--- config.mk ---
export PLATFORM = sky130hd
export DESIGN_NAME = som_top
export DESIGN_NICKNAME = d
export VERILOG_FILES = /design/src/som_pkg.sv /design/src/som_pos_dec.sv /design/src/som_top.sv
export SDC_FILE = /design/constraint.sdc
export NUM_CORES = 1
export LEC_CHECK = 0
export BUFFER_PORTS_ARGS = -buffer_cell sky130_fd_sc_hd__buf_2
export CORE_AREA = 2 2 152 154
export DETAILED_ROUTE_END_ITERATION = 12
export DIE_AREA = 0 0 154 156
export GPL_TIMING_DRIVEN = 0
export MAX_ROUTING_LAYER = met4
export PLACE_DENSITY = 0.68
export SLEW_MARGIN = 20
export SYNTH_ARGS = -nofsm -noshare
export SYNTH_HDL_FRONTEND = slang
export SYNTH_HIERARCHICAL = 1
export SYNTH_SLANG_ARGS = --single-unit
--- constraint.sdc ---
create_clock -name i_clk -period 2.93 [get_ports i_clk]
set_clock_uncertainty 0.15 [all_clocks]
set_input_delay 0.586 -clock i_clk [delete_from_list [all_inputs] [get_ports i_clk]]
set_output_delay 0.586 -clock i_clk [all_outputs]
set_load 0.03 [all_outputs]
--- src/som_pkg.sv ---
// Purpose: Shared constants and types for the switchgear object monitor
// Assumes: Classic Wishbone slave with 32-bit data, byte addresses
// Notes:   Every offset, field position and reset value of the block lives here
package som_pkg;

  // Object type selection
  typedef enum logic [1:0] {
    OBJ_WD_BREAKER = 2'h0,  // Withdrawable breaker
    OBJ_BREAKER    = 2'h1,  // Fixed breaker
    OBJ_DISC_MC    = 2'h2,  // Main-circuit disconnector
    OBJ_DISC_GND   = 2'h3   // Earthing switch
  } som_obj_e;

  // Ready check selection
  typedef enum logic [1:0] {
    RDY_OFF  = 2'h0,  // Ready check not in use
    RDY_HIGH = 2'h1,  // Ready input must be high
    RDY_LOW  = 2'h2,  // Ready input must be low
    RDY_RSV  = 2'h3   // Illegal, treated as not in use
  } som_rdy_e;

  // Breaker position codes
  typedef enum logic [1:0] {
    BRK_BETWEEN = 2'h0,  // Neither status input active
    BRK_OPEN    = 2'h1,  // Open contact only
    BRK_CLOSED  = 2'h2,  // Close contact only
    BRK_FAULT   = 2'h3   // Both contacts active
  } som_brk_e;

  // Cart position codes
  typedef enum logic [2:0] {
    CART_POS_BETWEEN  = 3'h0,  // Neither cart input active
    CART_POS_REMOVED  = 3'h1,  // Cart pulled out
    CART_POS_INSERTED = 3'h2,  // Cart racked in
    CART_POS_FAULT    = 3'h3,  // Both cart inputs active
    CART_POS_UNUSED   = 3'h4   // Object type has no cart
  } som_cart_e;

  // Register byte offsets
  localparam logic [7:0] REG_CTRL      = 8'h00;  // Configuration
  localparam logic [7:0] REG_CMD       = 8'h04;  // Open/close requests
  localparam logic [7:0] REG_STATUS    = 8'h08;  // Decoded state and flags
  localparam logic [7:0] REG_IRQ_STS   = 8'h0C;  // Sticky events, write one to clear
  localparam logic [7:0] REG_IRQ_MSK   = 8'h10;  // Event enables
  localparam logic [7:0] REG_STATS_CLR = 8'h14;  // Counter clear control
  localparam logic [7:0] REG_CNT_BASE  = 8'h18;  // First of four counters

  // Control field positions
  localparam int CTRL_TYPE_LSB = 0;  // Object type, two bits
  localparam int CTRL_SYNC_BIT = 2;  // Synchrocheck gating enable
  localparam int CTRL_RDY_LSB  = 3;  // Ready mode, two bits

  // Command bits
  localparam int CMD_OPEN_BIT  = 0;  // Open request
  localparam int CMD_CLOSE_BIT = 1;  // Close request

  // Status field positions
  localparam int STS_BRK_LSB   = 0;  // Breaker position, two bits
  localparam int STS_CART_LSB  = 2;  // Cart position, three bits
  localparam int STS_FLAG_LSB  = 5;  // Supplementary flags, four bits

  // Supplementary flag positions
  localparam int FLG_OPEN_OK  = 0;  // Opening allowed
  localparam int FLG_CLOSE_OK = 1;  // Closing allowed
  localparam int FLG_READY    = 2;  // Object ready
  localparam int FLG_SYNC     = 3;  // Synchronism satisfied
  localparam int FLG_W        = 4;

  // Event bits, shared by status and mask
  localparam int EV_OPEN_OK   = 0;  // Successful open request
  localparam int EV_CLOSE_OK  = 1;  // Successful close request
  localparam int EV_OPEN_ERR  = 2;  // Failed open request
  localparam int EV_CLOSE_ERR = 3;  // Failed close request
  localparam int EV_BRK_FAULT = 4;  // Breaker position turned bad
  localparam int EV_CART_FAULT = 5; // Cart position turned bad
  localparam int EV_W         = 6;

  // Counter indices
  localparam int CNT_OPEN_OK   = 0;
  localparam int CNT_CLOSE_OK  = 1;
  localparam int CNT_OPEN_ERR  = 2;
  localparam int CNT_CLOSE_ERR = 3;
  localparam int CNT_NUM       = 4;

  // Reset values
  localparam som_obj_e  RST_OBJ_TYPE = OBJ_BREAKER;
  localparam som_rdy_e  RST_RDY_MODE = RDY_OFF;
  localparam logic      RST_SYNC_EN  = 1'b0;

endpackage

--- src/som_pos_dec.sv ---
// Purpose: Decode a pair of position contacts into a two-bit position code
// Assumes: Inputs already synchronous to the block clock
// Notes:   Code 0 neither, 1 first only, 2 second only, 3 both
`timescale 1ns/10ps
`default_nettype none
module som_pos_dec (
  // Contact inputs
  input  wire logic       i_first_on,
  input  wire logic       i_second_on,
  // Decoded code
  output logic [1:0]      o_code
);

  // Both contacts map straight onto the code bits, so both-on reads as fault
  always_comb begin
    o_code = {i_second_on, i_first_on};
  end

endmodule
`default_nettype wire

--- src/som_top.sv ---
// Purpose: Status decoding, close permission and request statistics of one object
// Assumes: Classic Wishbone slave, 10 MHz clock, contact inputs synchronous
// Notes:   Requests arrive through the command register and are judged at once
//
// Overview of operation
// - Cart reads between when neither input set
// - Cart reads fault when both inputs set
// - Non-withdrawable types show cart not in use
// - Sync gating blocks close without sync ok
// - Ready check off, active high or low
// - Separate 32-bit successful open/close counters
// - Separate 32-bit failed open/close counters
// - Clear zeroes counters, control self-returns idle
// - Withdrawable: cart, position, control, full gating
// - Fixed breaker: position, control, gating, no cart
// - Disconnector: position and control, no gating
// - Earthing switch: indication only, no commands
// - Flags show open/close allowed, ready, sync
// - Breaker between when none, fault when both
//
// The Wishbone slave port and the register offsets are this design's own decisions.
`timescale 1ns/10ps
`default_nettype none
module som_top #(
  parameter int CNT_W = 32  // Width of each request counter
) (
  // Clock and reset
  input  wire logic        i_clk,
  input  wire logic        i_rst_n,
  // Wishbone slave
  input  wire logic        i_wb_cyc,
  input  wire logic        i_wb_stb,
  input  wire logic        i_wb_we,
  input  wire logic [7:0]  i_wb_adr,
  input  wire logic [3:0]  i_wb_sel,
  input  wire logic [31:0] i_wb_dat,
  output logic [31:0]      o_wb_dat,
  output logic             o_wb_ack,
  // Object contacts
  input  wire logic        i_open_sts,
  input  wire logic        i_close_sts,
  input  wire logic        i_cart_inserted_in,
  input  wire logic        i_cart_removed_in,
  // Gating inputs
  input  wire logic        i_ready,
  input  wire logic        i_sync_ok,
  input  wire logic        i_open_ilock,
  input  wire logic        i_close_ilock,
  // Commands and status
  output logic             o_open_cmd,
  output logic             o_close_cmd,
  output logic [1:0]       o_brk_pos,
  output logic [2:0]       o_cart_pos,
  output logic [3:0]       o_flags,
  output logic             o_irq
);

  // Whole state of the block
  typedef struct packed {
    logic                        ack;        // Bus acknowledge
    logic [31:0]                 dat;        // Bus read data
    som_pkg::som_obj_e           obj_type;   // Configured object type
    logic                        sync_en;    // Synchrocheck gating on
    som_pkg::som_rdy_e           rdy_mode;   // Ready check mode
    logic                        clr_pend;   // Counter clear in progress
    logic [som_pkg::EV_W-1:0]    irq_sts;    // Sticky events
    logic [som_pkg::EV_W-1:0]    irq_msk;    // Event enables
    logic [som_pkg::CNT_NUM-1:0][CNT_W-1:0] cnt;  // Request counters
    logic                        open_cmd;   // Open command pulse
    logic                        close_cmd;  // Close command pulse
    som_pkg::som_brk_e           brk_pos;    // Registered breaker position
    som_pkg::som_cart_e          cart_pos;   // Registered cart position
    logic [som_pkg::FLG_W-1:0]   flags;      // Registered flags
    logic                        irq;        // Interrupt level
  } som_state_s;

  som_state_s state_r;   // Current state
  som_state_s state_nxt; // Next state

  // Decoded contact codes
  logic [1:0] brk_code;   // Open is first, close is second
  logic [1:0] cart_code;  // Removed is first, inserted is second

  // Breaker contact decode
  som_pos_dec u_brk_dec (
    .i_first_on  (i_open_sts),
    .i_second_on (i_close_sts),
    .o_code      (brk_code)
  );

  // Cart contact decode
  som_pos_dec u_cart_dec (
    .i_first_on  (i_cart_removed_in),
    .i_second_on (i_cart_inserted_in),
    .o_code      (cart_code)
  );

  // Saturating increment, stops at the top value instead of wrapping
  function automatic logic [CNT_W-1:0] sat_inc(input logic [CNT_W-1:0] v);
    logic [CNT_W-1:0] top;
    top = '1;
    if (v == top) begin
      sat_inc = v;
    end else begin
      sat_inc = v + {{(CNT_W-1){1'b0}}, 1'b1};
    end
  endfunction

  // Combinational helpers
  logic              bus_req;      // New bus cycle, not yet acknowledged
  logic              bus_wr;       // Write accepted this cycle
  logic              is_breaker;   // Either breaker type
  logic              has_control;  // Type may issue commands
  logic              ready_ok;     // Ready check satisfied
  logic              sync_ok;      // Synchronism check satisfied
  logic              open_ok;      // Opening permitted now
  logic              close_ok;     // Closing permitted now
  logic              req_open;     // Open requested by this write
  logic              req_close;    // Close requested by this write
  logic [3:0]        cnt_ev;       // Counter events this cycle
  logic [som_pkg::EV_W-1:0] ev;    // Interrupt events this cycle
  som_pkg::som_brk_e  brk_now;     // Breaker position from contacts
  som_pkg::som_cart_e cart_now;    // Cart position after type check
  logic [31:0]       rd_word;      // Read data for this access
  logic [7:0]        cnt_off;      // Byte offset of the access from the first counter

  // Next-state logic, one pass over the whole state per clock
  always_comb begin
    state_nxt = state_r;

    // Bus handshake: the acknowledge follows one cycle after the request is seen
    bus_req = i_wb_cyc && i_wb_stb && !state_r.ack;
    // A write commits at the edge where the master samples ack high, and not
    // at the edge that raises ack; a master that drops its cycle before the
    // answer therefore leaves every register untouched. Lanes other than the
    // lowest carry no fields, so only sel[0] qualifies a write.
    bus_wr  = i_wb_cyc && i_wb_stb && state_r.ack && i_wb_we && i_wb_sel[0];

    // Breaker position follows the contacts directly
    brk_now = som_pkg::som_brk_e'(brk_code);

    // Cart position only for the withdrawable type
    if (state_r.obj_type == som_pkg::OBJ_WD_BREAKER) begin
      cart_now = som_pkg::som_cart_e'({1'b0, cart_code});
    end else begin
      cart_now = som_pkg::CART_POS_UNUSED;
    end

    // Type features
    is_breaker  = (state_r.obj_type == som_pkg::OBJ_WD_BREAKER) ||
                  (state_r.obj_type == som_pkg::OBJ_BREAKER);
    has_control = (state_r.obj_type != som_pkg::OBJ_DISC_GND);

    // Ready check by selected polarity, illegal code acts as off
    // The spare code behaves as off so that a stray write cannot lock closing
    unique case (state_r.rdy_mode)
      som_pkg::RDY_HIGH: ready_ok = i_ready;
      som_pkg::RDY_LOW:  ready_ok = !i_ready;
      som_pkg::RDY_OFF:  ready_ok = 1'b1;
      som_pkg::RDY_RSV:  ready_ok = 1'b1;
    endcase

    // Synchronism ignored when gating is off
    sync_ok = !state_r.sync_en || i_sync_ok;

    // Opening: breakers respect their open interlock, disconnector does not
    open_ok = has_control && !(is_breaker && i_open_ilock);

    // Closing: gating applies to breaker types only; the cart position is
    // shown to software but is not itself a close condition
    if (is_breaker) begin
      close_ok = has_control && ready_ok && sync_ok && !i_close_ilock;
    end else begin
      close_ok = has_control;
    end

    // Requests are judged with the gating inputs present at the committing edge
    // Requests from the command register; open wins if both are set
    req_open  = bus_wr && (i_wb_adr == som_pkg::REG_CMD) &&
                i_wb_dat[som_pkg::CMD_OPEN_BIT];
    req_close = bus_wr && (i_wb_adr == som_pkg::REG_CMD) &&
                i_wb_dat[som_pkg::CMD_CLOSE_BIT] && !req_open;

    // Earthing switch ignores requests altogether: no pulse is issued and
    // neither outcome is counted, so the counters keep their values
    if (!has_control) begin
      req_open  = 1'b0;
      req_close = 1'b0;
    end

    // Outcomes, one per request
    cnt_ev = '0;
    cnt_ev[som_pkg::CNT_OPEN_OK]   = req_open  && open_ok;
    cnt_ev[som_pkg::CNT_CLOSE_OK]  = req_close && close_ok;
    cnt_ev[som_pkg::CNT_OPEN_ERR]  = req_open  && !open_ok;
    cnt_ev[som_pkg::CNT_CLOSE_ERR] = req_close && !close_ok;

    // One-cycle command pulses
    state_nxt.open_cmd  = cnt_ev[som_pkg::CNT_OPEN_OK];
    state_nxt.close_cmd = cnt_ev[som_pkg::CNT_CLOSE_OK];

    // Counters: clear finishes in one cycle, an outcome in that cycle still counts.
    // Saturation keeps a long-lived object from rolling over to a small count.
    for (int i = 0; i < som_pkg::CNT_NUM; i++) begin
      if (state_r.clr_pend) begin
        state_nxt.cnt[i] = {{(CNT_W-1){1'b0}}, cnt_ev[i]};
      end else if (cnt_ev[i]) begin
        state_nxt.cnt[i] = sat_inc(state_r.cnt[i]);
      end
    end

    // Clear control returns to idle once the clear has been applied
    state_nxt.clr_pend = 1'b0;

    // Events: outcomes plus entry into a bad position. Only the entry edge is
    // an event, so contacts stuck in the bad state raise the flag once and a
    // write-one-to-clear then stays cleared until the position recovers.
    ev = '0;
    ev[som_pkg::EV_OPEN_OK]    = cnt_ev[som_pkg::CNT_OPEN_OK];
    ev[som_pkg::EV_CLOSE_OK]   = cnt_ev[som_pkg::CNT_CLOSE_OK];
    ev[som_pkg::EV_OPEN_ERR]   = cnt_ev[som_pkg::CNT_OPEN_ERR];
    ev[som_pkg::EV_CLOSE_ERR]  = cnt_ev[som_pkg::CNT_CLOSE_ERR];
    ev[som_pkg::EV_BRK_FAULT]  = (brk_now == som_pkg::BRK_FAULT) &&
                                 (state_r.brk_pos != som_pkg::BRK_FAULT);
    ev[som_pkg::EV_CART_FAULT] = (cart_now == som_pkg::CART_POS_FAULT) &&
                                 (state_r.cart_pos != som_pkg::CART_POS_FAULT);

    // Register writes
    if (bus_wr) begin
      unique case (i_wb_adr)
        som_pkg::REG_CTRL: begin
          state_nxt.obj_type = som_pkg::som_obj_e'(
            i_wb_dat[som_pkg::CTRL_TYPE_LSB +: 2]);
          state_nxt.sync_en  = i_wb_dat[som_pkg::CTRL_SYNC_BIT];
          state_nxt.rdy_mode = som_pkg::som_rdy_e'(
            i_wb_dat[som_pkg::CTRL_RDY_LSB +: 2]);
        end
        som_pkg::REG_IRQ_STS: begin
          // Write one to clear
          state_nxt.irq_sts = state_r.irq_sts & ~i_wb_dat[som_pkg::EV_W-1:0];
        end
        som_pkg::REG_IRQ_MSK: begin
          state_nxt.irq_msk = i_wb_dat[som_pkg::EV_W-1:0];
        end
        som_pkg::REG_STATS_CLR: begin
          state_nxt.clr_pend = i_wb_dat[0];
        end
        default: begin
          // Command register, read-only and unmapped addresses store nothing
        end
      endcase
    end

    // New events set after any clear, so the set wins
    state_nxt.irq_sts = state_nxt.irq_sts | ev;

    // Registered decoded status and flags
    state_nxt.brk_pos  = brk_now;
    state_nxt.cart_pos = cart_now;
    state_nxt.flags = '0;
    state_nxt.flags[som_pkg::FLG_OPEN_OK]  = open_ok;
    state_nxt.flags[som_pkg::FLG_CLOSE_OK] = close_ok;
    state_nxt.flags[som_pkg::FLG_READY]    = ready_ok;
    state_nxt.flags[som_pkg::FLG_SYNC]     = sync_ok;

    // Interrupt level from the next status and mask, so that the level rises
    // at the same edge as the status bit and falls at the edge of the clear
    state_nxt.irq = |(state_nxt.irq_sts & state_nxt.irq_msk);

    // Read data selection
    rd_word = '0;
    cnt_off = i_wb_adr - som_pkg::REG_CNT_BASE;
    unique case (i_wb_adr)
      som_pkg::REG_CTRL: begin
        rd_word[som_pkg::CTRL_TYPE_LSB +: 2] = state_r.obj_type;
        rd_word[som_pkg::CTRL_SYNC_BIT]      = state_r.sync_en;
        rd_word[som_pkg::CTRL_RDY_LSB +: 2]  = state_r.rdy_mode;
      end
      som_pkg::REG_STATUS: begin
        rd_word[som_pkg::STS_BRK_LSB +: 2]  = state_r.brk_pos;
        rd_word[som_pkg::STS_CART_LSB +: 3] = state_r.cart_pos;
        rd_word[som_pkg::STS_FLAG_LSB +: som_pkg::FLG_W] = state_r.flags;
      end
      som_pkg::REG_IRQ_STS: begin
        rd_word[som_pkg::EV_W-1:0] = state_r.irq_sts;
      end
      som_pkg::REG_IRQ_MSK: begin
        rd_word[som_pkg::EV_W-1:0] = state_r.irq_msk;
      end
      som_pkg::REG_STATS_CLR: begin
        rd_word[0] = state_r.clr_pend;
      end
      default: begin
        // Counters sit in four words from the base, other addresses read zero.
        // The offset is judged at its full width: a word index cut to fewer
        // bits would let higher addresses alias onto the counters.
        if ((i_wb_adr >= som_pkg::REG_CNT_BASE) &&
            (cnt_off[7:2] < 6'(som_pkg::CNT_NUM)) &&
            (cnt_off[1:0] == 2'h0)) begin
          rd_word[CNT_W-1:0] = state_r.cnt[cnt_off[3:2]];
        end
      end
    endcase

    // Answer every access, mapped or not, one cycle after it starts
    state_nxt.ack = bus_req;
    if (bus_req && !i_wb_we) begin
      state_nxt.dat = rd_word;
    end
  end

  // State register
  always_ff @(posedge i_clk or negedge i_rst_n) begin
    if (!i_rst_n) begin
      // All fields start at zero, then the configuration and the cart code
      // take their own reset values; only constants appear here
      state_r          <= '0;
      state_r.obj_type <= som_pkg::RST_OBJ_TYPE;
      state_r.sync_en  <= som_pkg::RST_SYNC_EN;
      state_r.rdy_mode <= som_pkg::RST_RDY_MODE;
      state_r.cart_pos <= som_pkg::CART_POS_UNUSED;
    end else begin
      state_r <= state_nxt;
    end
  end

  // Outputs straight from the state register
  // No output passes through logic after the flip-flops
  assign o_wb_dat    = state_r.dat;
  assign o_wb_ack    = state_r.ack;
  assign o_open_cmd  = state_r.open_cmd;
  assign o_close_cmd = state_r.close_cmd;
  assign o_brk_pos   = state_r.brk_pos;
  assign o_cart_pos  = state_r.cart_pos;
  assign o_flags     = state_r.flags;
  assign o_irq       = state_r.irq;

endmodule
`default_nettype wire

Yosys cells after proc, flatten, opt, wreduce, memory -nomap -nowiden

Index checks and enable logic that the tools add are counted.

Bits in registers: 191
Logic and storage cells: 133
Input port bits: 57

$lt $le $gt $ge: 3
Reduce and logical (&&, ||, !) cells: 52
Add/sub/neg operators: 5
Bitwise gates (word level): 4
Multiplexer cells: 29
Eq/ne operators: 22

Operators by type and width:

| operator                                                    | count |
|---|---|
| 2-to-1 mux 32 bit                                           | 14 |
| adder 32 x 1 -> 32 bit (second input constant)              | 4 |
| equality test 32 bit (second input constant)                | 4 |
| binary-select mux 32 bit (select 2 bit)                     | 1 |
| logical AND 1 bit                                           | 23 |
| 2-to-1 mux 23 bit                                           | 1 |
| case mux 4 bit (5 select lines)                             | 1 |
| equality test 8 x 4 -> 1 bit (second input constant)        | 2 |
| equality test 8 x 5 -> 1 bit (second input constant)        | 2 |
| 2-to-1 mux 13 bit                                           | 1 |
| AND 6 bit                                                   | 2 |
| 2-to-1 mux 6 bit                                            | 2 |
| != test 2 bit (second input constant)                       | 6 |
| AND reduction 2 bit                                         | 5 |
| zero test 1 bit                                             | 9 |
| equality test 8 x 3 -> 1 bit (second input constant)        | 1 |
| >= comparator 8 x 5 -> 1 bit (second input constant)        | 1 |
| zero test 8 bit                                             | 1 |
| nonzero test 2 bit                                          | 4 |
| subtractor 8 x 5 -> 8 bit (second input constant)           | 1 |
| equality test 2 bit (second input constant)                 | 3 |
| zero test 2 bit                                             | 3 |
| less-than comparator 6 x 3 -> 1 bit (second input constant) | 1 |
| inverter 6 bit                                              | 1 |
| other kinds (16)                                            | 22 |

Longest topological paths before layout

Gate-level depths: netlist (run 1).

Depth after elaboration: 13
Depth in mapped cells: 9

Cells and area by module

The synthesis (run 1) kept the hierarchy.

By module, submodules not included:

| module      | area an instance (um^2) | cells each | times used |
|---|---|---|---|
| som_top     | 10958.0                 | 1166       | 1 |
| som_pos_dec | 15.0                    | 2          | 2 |

Worst setup path before layout (run 1)

Ideal clock, no wire load.

Path type: input-to-reg
Start point: in i_ready
End point: reg state_r[65] (netlist name)
Path buffers: 0
Data arrival time: 2.305 ns
Library setup time: 0.125 ns
Stages on the path: 6
Path slack: 0.350 ns
Cell sequence: nand2b_1 a2111o_1 a211oi_2 nand2_1 nor4_1 mux2_2

Word-level cells in the longest chain between the ends: 9

RTL lines:

| element                                  | RTL line       | source |
|---|---|---|
| start, declared                          | som_top.sv:45  | `input wire logic i_ready,` |
| zero test 1 bit                          | som_top.sv:158 | `som_pkg::RDY_LOW: ready_ok = !i_ready;` |
| case mux 1 bit (3 select lines) (*)      | som_top.sv:156 | `unique case (state_r.rdy_mode)` |
| logical AND 1 bit (*) (3 in a row)       | som_top.sv:172 | `close_ok = has_control && ready_ok && sync_ok && !i_close_ilock;` |
| 2-to-1 mux 1 bit (*)                     | som_top.sv:171 | `if (is_breaker) begin` |
| logical AND 1 bit (*)                    | som_top.sv:194 | `cnt_ev[som_pkg::CNT_CLOSE_OK] = req_close && close_ok;` |
| nonzero test 2 bit (no source line) (*)  | --             |  |
| AND reduction 2 bit (no source line) (*) | --             |  |
| end signal, assigned                     | som_top.sv:323 | `state_r <= state_nxt;` |
| end, declared                            | som_top.sv:77  | `som_state_s state_r;` |

Every way passes the cells marked *; elsewhere a longest branch is shown, timed or not.
A chain may end at the register's enable or synchronous reset.

Final worst setup path (run 1)

Start point: reg state_r[153] (netlist name)
End point: reg state_r[65] (netlist name)

Word-level cells in the longest chain between the ends: 10
Elaborated cells between the ends (all ways): 13
Classes of those cells: eq/ne: 3; mux: 2; reduce/logical: 8

RTL lines:

| element                                                       | RTL line |
|---|---|
| equality test 2 bit / zero test 2 bit (equally long branches) | som_top.sv:156 |
| OR reduction 2 bit (no source line)                           | -- |
| case mux 1 bit (3 select lines) (*)                           | som_top.sv:156 |
| logical AND 1 bit (*) (3 in a row)                            | som_top.sv:172 |
| 2-to-1 mux 1 bit (*)                                          | som_top.sv:171 |
| logical AND 1 bit (*)                                         | som_top.sv:194 |
| nonzero test 2 bit (no source line) (*)                       | -- |
| AND reduction 2 bit (no source line) (*)                      | -- |

Marked as above.

==> summary.txt, run 1 <==
Logic synthesis
  – Synth top area share: a little over two fifths
  – Count of different cell masters after synthesis: a little over 60
  – EDFF count, synth: 0
  – Ys async rst share: 100%
  – Area contributors post-synth: dfrtp_1 (43%), mux4_2 (6.6%), xor2_1 (5.0%), nor2_1 (4.6%), nand2_1 (4.2%)
  – Syn Nets: 1234
  – Cell Area, Synth: 11000 um2
  – Most frequent cells after synthesis: dfrtp_1 (189), nor2_1 (136), nand2_1 (122), nand3_1 (79), nand4_1 (64)
  – Seq/Total Area, Yosys: 43.5%
  – Avg Cell Area, Syn: about 9.4 um2
  – Most used flip-flop cell after synthesis: dfrtp_1
  – #FFs+latches synth: 191
  – Leading area contributor after synthesis: dfrtp_1
  – Most instantiated library cell after synthesis: dfrtp_1
  – Cells after synthesis: about 1200
  – Ys Warns: 6

Cells and area
  – Finished layout cell area: 12500 um2
  – Fin nets: approximately 1300
  – Non-filler instance count after layout: around 1600
  – Area growth syn-to-layout: 13.4%
  – N_diodes: 0
  – Fillers: between 1500 and 2000
  – Fraction of layout cells with a size suffix above 1: 17.8%
  – Final Core Density: 55.7%

Worst setup path
  – Crit Path Max Fanout: 9
  – Crit end category: register
  – CP delay by family, top: compound AO/OA/AOI/OAI gates
  – Startpoint types: register
  – Max stage delay cell, worst path: a2111o_1
  – Arr. time, crit path: between 2 and 3 ns
  – Worst path cell trace: inv_1, ha_1, nor2_1, a2111o_1, a211oi_4, nand2_2, nor4_1, mux2_2
  – Worst path required time: between 3 and 4 ns
  – CP peak stage delay: roughly 0.48 ns
  – Worst Setup Path Type: reg2reg
  – Bufs and invs on worst path: 1

Floorplan
  – Core area: roughly 22000 um2
  – Die area: ~24000 um2
  – Initial core utilization: approximately half
  – FP Rows: 55
  – Die Y: roughly 160 um
  – Horiz. Die Dim: between 150 and 200 um
  – IO Count: 102

Timing
  – Final Hold Vio Count: 0
  – RSZ-0062 raised after global routing: yes
  – Post-layout min period: around 2.8 ns
  – Slew of the pin with the lowest slew margin: approximately 1.1 ns
  – Maximum clock frequency: between 0.3 and 0.4 GHz
  – Setup violations, final: 0
  – Final period util: a little over nine tenths
  – Max_slew headroom: between 20% and 30%
  – Slew Limit Fails: 0

Route
  – Drt wl/cell: a little over 20 um
  – Via Count: ~9400
  – 1st-pass router iterations: 6
  – Final WL: around 32 mm
  – Vias/cell: roughly 6
  – Drt first-iter violations: between 900 and 1000
  – ANT nets after route: 0
  – Residual DRC: 0

Worst hold path
  – Hold Path Class: in2reg

Global routing
  – Gr ovfl total: 0
  – Vias in the first global route: around 8800
  – Pin count of the biggest net entering global routing: approximately 80
  – First-pass GRT wire length: 49.8 mm
  – Global Route Usage Sum: ~28%
  – Initial antenna violation count: 0

Power and ir drop
  – Overall power: between 5000 and 6000 uW
  – Pwr dens: ~410 nW/um2
  – Leak: 0.00555 uW
  – Highest ir drop seen on vdd: 0.342 mV

Placement
  – Dpl hpwl: ~24 mm
  – Final RePlAce weighted congestion: 0.996
  – Placed Cells: roughly 1500
  – Placed Area: 11800 um2
  – IO Port Bufs: slightly below 70

Clock tree
  – Clock latency at the later pin of the worst-skew pair: about 0.44 ns
  – CTS sink cnt: around 190
  – CTS H-tree depth: 4
  – Root Driver: clkbuf_16
  – Inserted Clock Buffers: 17
  – CTS tree: built
  – CTS Buffer Depth: 2
  – CTS clk-pin slew, worst paths: 0.07 ns

Flow run
  – Max-Cap Viols: 0

Outcome
  – Status: finished clean
## power breakdown
part	switching [uW]	internal, uW	total, uW
clock network	1050	1250	2300
logic	147	73.5	220
registers	5.00	2640	2640
## cell families (layout without fill, tap and decap cells)
kind of cell	count (synthesis)	in the layout	share of synthesized area (%)
AO/OA/AOI/OAI	118	118	6.62
adder cells (fa/ha/maj)	7	7	0.797
multiplexers	49	49	8.20
buffers and inverters	129	237	6.08
AND/OR/NAND/NOR	574	574	26.7
flip-flops	191	191	43.5
XOR/XNOR	102	102	8.13
## registers in the layout, summed over array words and instances (netlist names)
register	flops
o_brk_pos	2
o_cart_pos	3
o_close_cmd	1
o_flags	4
o_irq	1
o_open_cmd	1
o_wb_ack	1
o_wb_dat	32
state_r	146
## layout make-up
class / instances / area (um2) / area share (%)
multi-input combinational: 850 / 5620 / 45.1
sequential: 191 / 4780 / 38.4
buffer: 98 / 557 / 4.47
clock buffer: 21 / 470 / 3.78
timing repair buffer: 77 / 458 / 3.68
tap: 285 / 357 / 2.86
inverter: 31 / 116 / 0.934
clock inverter: 10 / 101 / 0.813
## path summary, 6_finish.rpt
path                         startpoint            to  slack [ns]  depth (start not counted)
max                        state_r[153]   state_r[65]        0.13                          8
min                          i_open_sts  o_brk_pos[0]        0.11                          1
max reg2reg                state_r[153]   state_r[65]        0.13                          8
min reg2reg                 o_wb_dat[7]   o_wb_dat[7]        0.34                          2
max in group asynchronous       i_rst_n  state_r[156]        1.46                          3
min in group asynchronous       i_rst_n   o_wb_dat[4]        0.48                          2
## stage by stage
step / setup slack, ns / hold slack [ns] / setup TNS [ns]
CTS: -0.00424 / 0.104 / -0.00424
finish: 0.134 / 0.111 / 0
global route: -0.0197 / 0.102 / -0.0368
global placement: -2.07 / 0.323 / -420.82
floorplan: 0.350 / 0.140 / 0
detailed placement: -0.544 / 0.328 / -31.79
## cell usage in the layout (no fill, tap or decap), types with 17 or more instances in the layout
cell type  count
and3_1        41
nand2_1      121
inv_1         30
buf_2         74
clkbuf_16     17
nor2_1       136
nand4_1       64
a21oi_1       26
nand3_1       79
o21ai_0       58
buf_4         50
dfrtp_1      189
xor2_1        63
or3_1         19
mux4_2        32
xnor2_1       39
nor4_1        23
clkbuf_1      39
nor3_1        25
## what timing repair did
| action | 4_1_cts | 5_1_grt |
|---|---|---|
| gates resized for setup | 7 | 11 |
| setup endpoints to repair | 36 | 83 |
| buffers inserted | 0 | 5 |
| hold buffers | 1 | 0 |
| pin swaps | 0 | 4 |
| endpoints found under the hold margin | 38 | 0 |
## metal layers
metal	vias up	routed length, um	track usage [%]
met5	-	0	-
met4	0	603	7.61
met3	47	2470	4.19
met2	358	14500	42.4
met1	4634	14000	39.0
li1	4333	-	-
Note: power is estimated with default switching activity, not from simulation.
==> inputs of run 2 (changes only) <==
--- a/config.mk
+++ b/config.mk
@@ -6,9 +6,9 @@
 export NUM_CORES = 1
 export LEC_CHECK = 0
 export BUFFER_PORTS_ARGS = -buffer_cell sky130_fd_sc_hd__buf_2
-export CORE_AREA = 2 2 152 154
+export CORE_AREA = 2 2 145 161
 export DETAILED_ROUTE_END_ITERATION = 12
-export DIE_AREA = 0 0 154 156
+export DIE_AREA = 0 0 147 163
 export GPL_TIMING_DRIVEN = 0
 export MAX_ROUTING_LAYER = met4
 export PLACE_DENSITY = 0.68
==> run 2 against run 1 <==
Against the previous run: critical path type unchanged; cell count grew 0.70%; worst hold slack lost 0.0051 ns; sequential share of layout area is essentially flat; sequential power is essentially flat; highest routed layer unchanged; critical endpoint is now state_r[38]; via count is essentially flat.
==> summary.txt, run 2 (synthesis gave the netlist of run 1 again) <==
Cells and area
  – Reg with most FFs: state_r
  – Final Core Density: between 50% and 60%
  – Finished layout cell area: around 12000 um2
  – Fin nets: about 1300
  – Most frequent cells in the layout: dfrtp_1 (189), nor2_1 (136), nand2_1 (121)
  – Fillers: around 2000
  – Fraction of layout cells with a size suffix above 1: 17.5%
  – Max reg flops: 146
  – Commonest non-fill, non-tap cell in the layout: dfrtp_1
  – Area growth syn-to-layout: 13.3%

Worst hold path
  – Hold_sp: i_close_sts
  – Hold Path Class: in2reg
  – Hold Path Stages: 1
  – Endpoint, Worst Hold: o_brk_pos[1]

Worst setup path
  – Startpoint types: register
  – Crit Path Max Fanout: 10
  – Reg-to-Reg End: state_r[38]
  – Arr. time, crit path: approximately 3.0 ns
  – Worst path required time: roughly 3.1 ns
  – Worst Setup Path Type: reg2reg
  – Reg2reg setup slack: between 0.08 and 0.09 ns
  – Worst reg-to-reg path cell count: 7
  – FF-to-FF Start: o_wb_ack
  – Crit end category: register

Route
  – ANT nets after route: 0
  – 1st-pass router iterations: 5
  – Final WL: ~31 mm
  – Drt wl/cell: 19.9 um
  – Vias/cell: ~6
  – Drt first-iter violations: 910
  – Residual DRC: 0
  – Via Count: approximately 9400

Timing
  – Setup ws final: about 0.086 ns
  – Final Hold Vio Count: 0
  – Maximum clock frequency: around 0.35 GHz
  – Setup violations, final: 0
  – RSZ-0062 raised after global routing: yes
  – Post-layout min period: between 2 and 3 ns
  – Final period util: ~97%
  – Max_slew headroom: 30.4%
  – Total negative slack: 0 ns
  – Slew of the pin with the lowest slew margin: 1.04 ns
  – Slew Limit Fails: 0

Clock tree
  – CTS tree: built
  – Clock latency at the later pin of the worst-skew pair: about 0.44 ns
  – CTS Buffer Depth: 2
  – Inserted Clock Buffers: 17
  – CTS H-tree depth: 4
  – CTS sink cnt: around 190
  – Root Driver: clkbuf_16
  – CTS clk-pin slew, worst paths: around 0.070 ns

Power and ir drop
  – Pwr dens: around 420 nW/um2
  – Switching share of power: between 20% and 30%
  – P_sw: ~1200 uW
  – Seq pwr share: between 50% and 60%
  – Comb pwr share: under 10%
  – Clock power share: approximately 45%
  – Leak: 0.00552 uW
  – Highest ir drop seen on vdd: about 0.35 mV
  – Int Pwr: between 3000 and 4000 uW
  – Overall power: ~5200 uW

Floorplan
  – Die area: around 24000 um2
  – FP Rows: 58
  – Initial core utilization: 48.8%
  – Core area: 22500 um2
  – IO Count: between 100 and 150
  – Die Y: 163 um
  – Horiz. Die Dim: ~150 um

Global routing
  – Vias in the first global route: approximately 8600
  – Pin count of the biggest net entering global routing: 94
  – Gr ovfl total: 0
  – Initial antenna violation count: 1
  – First-pass GRT wire length: between 40 and 50 mm
  – Global Route Usage Sum: 27.6%

Placement
  – Dpl hpwl: roughly 24 mm
  – Final RePlAce weighted congestion: approximately 0.98
  – Place WS: -0.448 ns
  – IO Port Bufs: roughly 70
  – Placed Area: between 10000 and 15000 um2

Flow run
  – Max-Cap Viols: 0

Outcome
  – Status: finished clean
-- run 2: cell types whose count changed in the layout (fill, tap and decap cells not counted), sizes merged --
| cell | change |
|---|---|
| buf | -3 |
| clkbuf | -4 |
| clkinv | +2 |
| bufinv | +1 |
| diode | +1 |
| clkinvlp | -1 |
-- run 2: per-stage QoR --
step / hold slack (ns) / cells
floorplan: 0.140 / 1170
global placement: 0.314 / 1538
detailed placement: 0.260 / 1540
CTS: 0.103 / 1571
global route: 0.0974 / 1574
finish: 0.106 / 1574
-- run 2: final cells by class --
class                           instances  area [um2]  area share, %
Antenna cell                            1        2.50         0.0201
Buffer                                 97         551           4.42
Clock buffer                           18         429           3.45
Clock inverter                         12         136           1.10
Inverter                               31         116          0.935
Multi-Input combinational cell        850        5620           45.1
Sequential cell                       191        4780           38.4
Tap cell                              300         375           3.02
Timing Repair Buffer                   74         438           3.52
-- run 2: worst max-delay path, cell delays in order, from the launching register on --
cell      delay (ns)
dfrtp_1         0.42
and4_1          0.27
nand4_1         0.40
nor3_2          0.54
clkbuf_1        0.46
nand4_1         0.22
xnor2_1         0.19
nor2_1          0.06
-- run 2: worst max-delay path by stage --
stage	endpoint	cells after the start	from	slack [ns]
3_3_place_gp	o_brk_pos[0]	1	i_rst_n	-2.07
4_1_cts	state_r[65]	8	state_r[153]	0.005
5_1_grt	state_r[38]	7	state_r[157]	-0.02
3_5_place_dp	state_r[38]	9	i_wb_adr[4]	-0.45
6_report	state_r[38]	7	o_wb_ack	0.09
2_1_floorplan	state_r[65]	6	i_ready	0.35
-- run 2: repair_timing --
| action | CTS | global route |
|---|---|---|
| gates cloned | 0 | 0 |
| buffers inserted | 0 | 3 |
| endpoints found under the hold margin | 15 | 0 |
| endpoints found under the setup margin | 44 | 80 |
| gates resized for setup | 6 | 8 |
| pin swaps | 0 | 2 |
| hold buffers | 1 | 0 |
-- run 2: layer usage --
| layer | track usage (%) | vias to the layer above | part of all wire [%] |
|---|---|---|---|
| li1 | - | 4319 | - |
| met1 | 37.8 | 4627 | 43 |
| met2 | 42.8 | 351 | 46 |
| met3 | 3.64 | 70 | 7.1 |
| met4 | 9.57 | 0 | 3.1 |
| met5 | - | - | 0 |
-- run 2: power by group through the flow --
stage / clock network (uW) / logic [uW] / registers [uW]
finish: 2320 / 220 / 2640
floorplan: 0 / 97.8 / 2700
global route: 2440 / 244 / 2640
global placement: 0 / 207 / 2700
CTS: 2330 / 223 / 2640
detailed placement: 0 / 220 / 2700
